## src/rtl/fault_code_map.svh

```systemverilog
`ifndef FAULT_CODE_MAP_SVH
`define FAULT_CODE_MAP_SVH

// ----------------------------------------------------------------------------
// Code values
// ----------------------------------------------------------------------------
`define FC_NONE              16'h0000
`define FC_USER_CKSUM        16'h0001
`define FC_COMPILED_CKSUM    16'h0002
`define FC_WATCHDOG          16'h0003
`define FC_EEPROM_BASE       16'h0004
`define FC_CART_BASE         16'h000a
`define FC_SOFTWARE          16'h0010
`define FC_CMP_INDIRECT      16'h0011
`define FC_CMP_ILLEGAL       16'h0012
`define FC_CART_BLANK        16'h0013
`define RC_NONE              16'h0000
`define INFO_NONE            16'h0000
`define OUTS_OFF             8'h00
`define RC_RANGE_ADDR        16'h0091
`define RC_COUNT_FIELD       16'h0092
`define RC_NVM_RANGE         16'h0094
`define CC_NONE              16'h0000
`define CC_LOW               16'h0080
`define CC_HIGH              16'h0096
`define CC_RSV_A             16'h0084
`define CC_RSV_B             16'h008a
`define CC_RSV_C             16'h008b
`define CODE_W               16
`define INFO_W               16

`endif

```

## src/rtl/fault_code_pkg.sv

```systemverilog
package fault_code_pkg;

    // Fatal sources, one request bit each; lowest index wins
    typedef struct packed {
        logic       cart_blank;
        logic       cmp_illegal;
        logic       cmp_indirect;
        logic       software;
        logic [5:0] cart;
        logic [5:0] eeprom;
        logic       watchdog;
        logic       compiled_cksum;
        logic       user_cksum;
    } fatal_src_t;

    // Run-time event: valid, the code in the low byte and a 16-bit info word
    typedef struct packed {
        logic        valid;
        logic [7:0]  code;
        logic [15:0] info;
    } rt_event_t;

    // Compile-rule event carried by the download engine
    typedef struct packed {
        logic        valid;
        logic [7:0]  code;
    } cc_event_t;

    typedef enum logic [1:0] {
        ST_RUN,
        ST_HALT
    } cpu_mode_t;

endpackage

```

## src/rtl/controller_fault_code_reporter.sv

```systemverilog
`timescale 1ns/10ps
`include "fault_code_map.svh"

// Summary of operation
// - Any fatal error halts program execution
// - Fatal error lights fault and halt indicators
// - Fatal error forces all process outputs off
// - Hold safe state until corrected; keep answering
// - Fatal code readable, zero without fault
// - Codes 0001/0002 for program checksum failures
// - Scan watchdog expiry is fatal code 0003
// - EEPROM faults give codes 0004 to 0009
// - Cartridge faults give codes 000A to 000F
// - Blank or foreign cartridge gives code 0013
// - Codes 0010, 0011, 0012 software and compare
// - Program errors set run-time code, no halt
// - Run-time codes 0001, 0002, 0003, 000A
// - Run-time codes 0004, 0005, 0008
// - Overlapping transmit/receive gives run-time 0009
// - Run-time 0006 indirect, 0007 time write
// - Codes 0091/0092/0094 carry address or count
// - Compile-rule break aborts download, sets code
// - Compile codes 0080..0096, reserved never generated
// - Run-time problem also sets program flag
module controller_fault_code_reporter (
    // Clock and reset
    input  wire logic                     sys_clk_i,
    input  wire logic                     sys_rst_i,
    // Fatal error sources and their clearing
    input  wire fault_code_pkg::fatal_src_t fatal_src_i,
    input  wire logic                     fault_corrected_i,
    // Run-time and compile-rule events
    input  wire fault_code_pkg::rt_event_t rt_event_i,
    input  wire fault_code_pkg::cc_event_t cc_event_i,
    input  wire logic                     rt_flag_clear_i,
    input  wire logic                     cc_clear_i,
    // Process outputs from the program
    input  wire logic [7:0]               proc_out_i,
    // Status read strobe from the programming device
    input  wire logic                     status_rd_i,
    // Controller state
    output logic                          prog_run_o,
    output logic                          fault_led_o,
    output logic                          halt_led_o,
    output logic [7:0]                    proc_out_o,
    output logic                          download_abort_o,
    output logic                          runtime_problem_flag_o,
    // Code registers and read answer
    output logic [15:0]                   fatal_code_o,
    output logic [15:0]                   rt_code_o,
    output logic [15:0]                   rt_info_o,
    output logic [15:0]                   cc_code_o,
    output logic                          status_ack_o
);

    // ------------------------------------------------------------------------
    // Fatal code selection
    // ------------------------------------------------------------------------
    logic [`CODE_W-1:0]       fatal_sel;
    logic                     fatal_any;

    // Lowest index wins, so the most basic failure is the one reported
    always_comb begin
        fatal_sel = `FC_NONE;
        fatal_any = 1'b1;
        if (fatal_src_i.user_cksum) begin
            fatal_sel = `FC_USER_CKSUM;
        end else if (fatal_src_i.compiled_cksum) begin
            fatal_sel = `FC_COMPILED_CKSUM;
        end else if (fatal_src_i.watchdog) begin
            fatal_sel = `FC_WATCHDOG;
        end else if (|fatal_src_i.eeprom) begin
            fatal_sel = `FC_EEPROM_BASE;
            for (int i = 5; i >= 0; i--) begin
                if (fatal_src_i.eeprom[i]) begin
                    fatal_sel = `FC_EEPROM_BASE + 16'(i);
                end
            end
        end else if (|fatal_src_i.cart) begin
            fatal_sel = `FC_CART_BASE;
            for (int i = 5; i >= 0; i--) begin
                if (fatal_src_i.cart[i]) begin
                    fatal_sel = `FC_CART_BASE + 16'(i);
                end
            end
        end else if (fatal_src_i.software) begin
            fatal_sel = `FC_SOFTWARE;
        end else if (fatal_src_i.cmp_indirect) begin
            fatal_sel = `FC_CMP_INDIRECT;
        end else if (fatal_src_i.cmp_illegal) begin
            fatal_sel = `FC_CMP_ILLEGAL;
        end else if (fatal_src_i.cart_blank) begin
            fatal_sel = `FC_CART_BLANK;
        end else begin
            fatal_any = 1'b0;
        end
    end

    // ------------------------------------------------------------------------
    // Halt state machine
    // ------------------------------------------------------------------------
    fault_code_pkg::cpu_mode_t mode_ff;
    fault_code_pkg::cpu_mode_t nxt_mode;
    logic [`CODE_W-1:0]       fatal_code_ff;
    logic [`CODE_W-1:0]       nxt_fatal_code;

    always_comb begin
        nxt_mode       = mode_ff;
        nxt_fatal_code = fatal_code_ff;
        case (mode_ff)
            fault_code_pkg::ST_RUN: begin
                if (fatal_any) begin
                    nxt_mode       = fault_code_pkg::ST_HALT;
                    nxt_fatal_code = fatal_sel;
                end
            end
            fault_code_pkg::ST_HALT: begin
                // Leaving needs both the repair and no live source, so a
                // still-present fault cannot be cleared by software alone
                if (fault_corrected_i && !fatal_any) begin
                    nxt_mode       = fault_code_pkg::ST_RUN;
                    nxt_fatal_code = `FC_NONE;
                end
            end
            default: begin
                nxt_mode       = fault_code_pkg::ST_HALT;
                nxt_fatal_code = `FC_SOFTWARE;
            end
        endcase
    end

    always_ff @(posedge sys_clk_i) begin
        if (sys_rst_i) begin
            mode_ff       <= fault_code_pkg::ST_RUN;
            fatal_code_ff <= `FC_NONE;
        end else begin
            mode_ff       <= nxt_mode;
            fatal_code_ff <= nxt_fatal_code;
        end
    end

    // ------------------------------------------------------------------------
    // Run-time and compile-rule codes
    // ------------------------------------------------------------------------
    logic [`CODE_W-1:0]       rt_code_ff;
    logic [`CODE_W-1:0]       nxt_rt_code;
    logic [`INFO_W-1:0]       rt_info_ff;
    logic [`INFO_W-1:0]       nxt_rt_info;
    logic                     rt_flag_ff;
    logic                     nxt_rt_flag;
    logic [`CODE_W-1:0]       cc_code_ff;
    logic [`CODE_W-1:0]       nxt_cc_code;
    logic                     abort_ff;
    logic                     nxt_abort;
    logic [`CODE_W-1:0]       cc_wide;
    logic                     cc_legal;
    logic [`CODE_W-1:0]       rt_wide;
    logic                     rt_has_info;

    always_comb begin
        cc_wide     = {8'h00, cc_event_i.code};
        rt_wide     = {8'h00, rt_event_i.code};
        cc_legal    = (cc_wide >= `CC_LOW) && (cc_wide <= `CC_HIGH) &&
                      (cc_wide != `CC_RSV_A) && (cc_wide != `CC_RSV_B) &&
                      (cc_wide != `CC_RSV_C);
        rt_has_info = (rt_wide == `RC_RANGE_ADDR) || (rt_wide == `RC_COUNT_FIELD) ||
                      (rt_wide == `RC_NVM_RANGE);
        nxt_rt_code = rt_code_ff;
        nxt_rt_info = rt_info_ff;
        nxt_rt_flag = rt_flag_ff;
        nxt_cc_code = cc_code_ff;
        nxt_abort   = 1'b0;
        if (rt_flag_clear_i) begin
            nxt_rt_flag = 1'b0;
            nxt_rt_code = `RC_NONE;
            nxt_rt_info = `INFO_NONE;
        end
        // Set wins over a clear in the same cycle
        if (rt_event_i.valid && rt_wide != `RC_NONE && mode_ff == fault_code_pkg::ST_RUN) begin
            nxt_rt_code = rt_wide;
            nxt_rt_info = rt_has_info ? rt_event_i.info : `INFO_NONE;
            nxt_rt_flag = 1'b1;
        end
        if (cc_clear_i) begin
            nxt_cc_code = `CC_NONE;
        end
        if (cc_event_i.valid && cc_legal) begin
            nxt_cc_code = cc_wide;
            nxt_abort   = 1'b1;
        end
    end

    always_ff @(posedge sys_clk_i) begin
        if (sys_rst_i) begin
            rt_code_ff <= `RC_NONE;
            rt_info_ff <= `INFO_NONE;
            rt_flag_ff <= 1'b0;
            cc_code_ff <= `CC_NONE;
            abort_ff   <= 1'b0;
        end else begin
            rt_code_ff <= nxt_rt_code;
            rt_info_ff <= nxt_rt_info;
            rt_flag_ff <= nxt_rt_flag;
            cc_code_ff <= nxt_cc_code;
            abort_ff   <= nxt_abort;
        end
    end

    // ------------------------------------------------------------------------
    // Indicators, outputs and read answer
    // ------------------------------------------------------------------------
    logic                     halt_now;
    // Run state gets its own flop so the pin never comes from a compare
    logic                     run_ff;
    logic [7:0]               out_ff;
    logic [7:0]               nxt_out;
    logic                     led_ff;
    logic                     ack_ff;

    // Outputs go off in the same edge that enters halt, not one scan later
    always_comb begin
        halt_now = (nxt_mode == fault_code_pkg::ST_HALT);
        nxt_out  = halt_now ? `OUTS_OFF : proc_out_i;
    end

    always_ff @(posedge sys_clk_i) begin
        if (sys_rst_i) begin
            run_ff <= 1'b1;
            out_ff <= `OUTS_OFF;
            led_ff <= 1'b0;
            ack_ff <= 1'b0;
        end else begin
            run_ff <= !halt_now;
            out_ff <= nxt_out;
            led_ff <= halt_now;
            ack_ff <= status_rd_i;
        end
    end

    assign prog_run_o             = run_ff;
    assign fault_led_o            = led_ff;
    assign halt_led_o             = led_ff;
    assign proc_out_o             = out_ff;
    assign download_abort_o       = abort_ff;
    assign runtime_problem_flag_o = rt_flag_ff;
    assign fatal_code_o           = fatal_code_ff;
    assign rt_code_o              = rt_code_ff;
    assign rt_info_o              = rt_info_ff;
    assign cc_code_o              = cc_code_ff;
    assign status_ack_o           = ack_ff;
endmodule

```

## config.mk

```make
export PLATFORM = sky130hd
export DESIGN_NAME = controller_fault_code_reporter
export DESIGN_NICKNAME = d
export VERILOG_FILES = /design/src/rtl/fault_code_pkg.sv /design/src/rtl/controller_fault_code_reporter.sv
export VERILOG_INCLUDE_DIRS = /design/src /design/src/rtl
export SDC_FILE = /design/constraint.sdc
export NUM_CORES = 1
export LEC_CHECK = 0
export ABC_AREA = 1
export BUFFER_PORTS_ARGS = -buffer_cell sky130_fd_sc_hd__buf_4
export CORE_MARGIN = 5
export CORE_UTILIZATION = 43
export CTS_CLUSTER_SIZE = 16
export DETAILED_ROUTE_END_ITERATION = 6
export PLACE_DENSITY = 0.91
export SYNTH_ARGS = -nofsm -noshare
export SYNTH_HDL_FRONTEND = slang
export SYNTH_SLANG_ARGS = --single-unit
```

## constraint.sdc

```tcl
create_clock -name sys_clk_i -period 1.6 [get_ports sys_clk_i]
set_input_delay 0.32 -clock sys_clk_i [delete_from_list [all_inputs] [get_ports sys_clk_i]]
set_output_delay 0.32 -clock sys_clk_i [all_outputs]
set_load 0.02 [all_outputs]
```

==> results.md <==
- The flow ran to the end, and the final reports show no timing, DRC or antenna violations.
- The critical path in this run is classified as reg2reg.
- The max-capacitance violation count is 0.
- In the synthesized netlist, the number of instances is 322.
- Leaving out fill and tap cells, the most frequent cells in the layout are buf_4 (128), nand2_1 (84), dfxtp_1 (52), inv_1 (40), nor2_1 (30).
- The clock reaches the later pin of the worst-skew pair after 300 ps.
- Together, buffers and inverters on the worst path number 1.
- The cell leakage power is about 1.7 nW.
- The critical path depth is 8.
- During synthesis, Yosys emitted a total of 0 warnings.
- The maximum number of pins on one net before global-route repair is 28.
- The sequential share of the synthesized area is a little over two fifths.
- The aggregate global routing overflow is 0.
- At the end of the flow, the number of nets in the layout was 517.
- The delay of the slowest critical-path stage is between 300 and 400 ps.
- The total power density per cell area is 718.8 nW/um2.
- The non-filler instance count after layout is between 500 and 600.
- Setup repair after global routing left no endpoint under its margin.
- The initial standard-cell utilization of the core is a little over two fifths.
- Once the clock tree was built, the resizer swapped 0 gates to a different size.
- The count of unique library cells instantiated by Yosys is 27.
- The timing-limited maximum frequency is 0.6595 GHz.
- In the routed layout, each cell is associated on average with a via count of 4.528.
- The core region is 5473 um2.
- The buffer type at the clock tree root is clkbuf_8.
- The average wire per standard cell is 11.94 um.
- The number of levels the H-tree was split into is 2.
- Of the cells placed in the final design, the portion with a size suffix greater than 1 is between 30 and 40%.
- TritonCTS built the clock tree.
- The endpoint kind of the worst setup timing path is a register.
- The number of violations reported at the end of detailed-routing iteration 0 is 63.
- The floorplan step set the die height to 84.75 um.
- The synthesized netlist occupies a cell area of 2402 um2.
- Traced cell by cell, the critical path runs through nor2_4, nand2_1, o21bai_4, or2_4, nor2_8, buf_12, nand2_2, a21oi_2.
- The final hold violation count is 0.
- The number of cells after detailed placement is 513.
- For this run, the total global-route usage over all layers was measured as roughly 17%.
- The detailed-routing iteration count for the pre-antenna-repair pass is 4.
- The cell type of the slowest stage on the worst timing path is dfxtp_1.
- At the worst endpoint, the arrival time is 1760 ps.
- The die covers between 7000 and 8000 um2.
- The count of buffers inserted at the top-level ports is 117.
- The mean area per synthesized cell is 7.461 um2.
- Routability-driven placement finished with a final weighted congestion of 0.8637.
- After detailed routing, the total wire length is 6244 um.
- Along the worst hold path, the cell count comes to 3.
- The site row count is 27.
- The number of cells on the worst reg-to-reg path is 8.
- Of all nets on the critical path, the largest fanout is 10.
- For this run, design rule violations remaining after detail routing come to 0.
- The post-synthesis cell type with the largest combined area is dfxtp_1.
- The count of vias placed by the detailed router is around 2400.
- Sorting the synthesized cells by area gives the leading types as dfxtp_1 (43%), nand2_1 (13%), buf_4 (9.4%).
- The maximum vdd ir drop is 0.5021 mV.
- The number of flops mapped to enable cells by yosys is 0.
- STA puts the critical path data required time at around 1800 ps.
- The number of max-slew violations in the final report is 0.
- The post-DP HPWL is 5164 um.
- In this design, the largest share of critical-path delay is due to simple AND/OR/NAND/NOR gates.
- In this run the deepest clock path goes through 2 buffers.
- The path class of the tightest hold or removal check is in2reg.
- The worst path in the final design needs a cycle of between 1500 and 2000 ps, including I/O delays and setup.
- The most common cell after layout, fill and taps aside is buf_4.
- The number of storage elements in the synthesis netlist is 52.
- The placed instance area is between 3000 and 4000 um2.
- After synthesis, the largest area contributor takes up 43.33% of total cell area.
- The startpoint type of the worst setup path is a register.
- The most used flip-flop cell after synthesis is dfxtp_1.
- The number of antenna violations at the first check in global routing is 0.
- The via count of the first global-routing pass came to 2246.
- The synthesis-to-finish area growth is 41.67%.
- Clock tree synthesis inserted a total of 5 buffers.
- The final antenna-violating net count is 0.
- The top-level port count is about 150.
- In the finished design, the share of the clock period the worst path needs comes to 94.77%.
- The share of synthesized registers carrying an async set or reset is 0%.
- Clock tree synthesis found a total of 52 sinks.
- Clock-pin slew was measured on the worst setup and hold paths at 100 ps.
- On the final layout, the worst clock skew is 9.106 ps.
- The wire length of the first global-routing pass is 9942 um.
- 0 antenna diodes ended up in the layout.
- The post-layout instance area is 3403 um2.
- From left edge to right edge, the die measures 84.75 um.
- The final setup violation count is 0.
[power breakdown]
part           switching, W  internal, W  leakage [nW]
Sequential        0.0000111      0.00131         0.422
Combinational      0.000216     0.000173          1.24
Clock              0.000423     0.000312        0.0414
Total              0.000650      0.00180          1.71
[registers in the layout, indices dropped and copies added (netlist names)]
register	flops
prog_run_o	1
cc_code_o	8
mode_ff	2
fatal_code_o	5
proc_out_o	8
status_ack_o	1
rt_code_o	8
download_abort_o	1
rt_info_o	16
fault_led_o	1
runtime_problem_flag_o	1
[metrics by stage]
| step | power, W | hold WS, ps | utilization [%] | worst slack, ps | setup TNS [ps] |
|---|---|---|---|---|---|
| floorplan | 0.001593 | 427.0 | - | 186.9 | 0 |
| finish | 0.002446 | 230.3 | 62.19 | 83.60 | 0 |
| global placement | 0.001732 | 432.4 | 60.06 | 17.94 | 0 |
| detailed placement | 0.001739 | 437.9 | 60.06 | -95.83 | -1052 |
| global route | 0.002572 | 210.5 | 62.19 | 7.694 | 0 |
| CTS | 0.002470 | 219.7 | 61.68 | 62.49 | 0 |
[per-layer routing]
metal	track usage, %	up-vias	part of all wire (%)	routed length, um
li1	-	1196	-	-
met1	18.66	1057	38	2352
met2	29.75	104	50	3096
met3	6.281	11	11	660
met4	5.180	0	2.1	134
met5	0	-	0	0
[logic make-up (layout without fill, tap and decap cells)]
| logic type | after synthesis | in the layout | share of synthesized area [%] |
|---|---|---|---|
| AO/OA/AOI/OAI | 51 | 51 | 13.49 |
| buffers and inverters | 75 | 177 | 17.08 |
| flip-flops | 52 | 52 | 43.33 |
| other | 1 | 28 | 0.1561 |
| AND/OR/NAND/NOR | 143 | 143 | 25.94 |
[tightest hold or removal path: stages]
cell and delay [ps]:
buf_4 70, inv_1 30, nor2_1 70
[cell usage after synthesis (2+ instances only)]
library cell / number
nand2_1: 84
dfxtp_1: 52
inv_1: 40
buf_4: 30
nor2_1: 30
a21oi_1: 26
a21oi_2: 10
nand2_2: 10
o21ai_0: 8
nand3_1: 6
clkbuf_1: 4
or2_2: 4
nor3_1: 3
o31ai_1: 2
[repair_timing]
action                                  in CTS  in global routing
buffers inserted                             0                  2
hold buffers                                 0                  0
endpoints found under the setup margin       0                  2
[cell type report]
cell class | count | area, um2
Fill cell | 486 | 2069
Multi-Input combinational cell | 222 | 1052
Sequential cell | 52 | 1041
Timing Repair Buffer | 129 | 980.9
Inverter | 40 | 150.1
Tap cell | 72 | 90.09
Clock buffer | 6 | 72.57
Clock inverter | 2 | 16.27
[final timing paths]
check,startpoint,endpoint,slack [ps]
worst max-delay path,mode_ff[1],rt_info_o[13],80
worst min-delay path,status_rd_i,status_ack_o,230
worst max register to register,mode_ff[1],rt_info_o[13],80
worst min register to register,cc_code_o[6],cc_code_o[6],450
(Power assumes the default switching activity.)
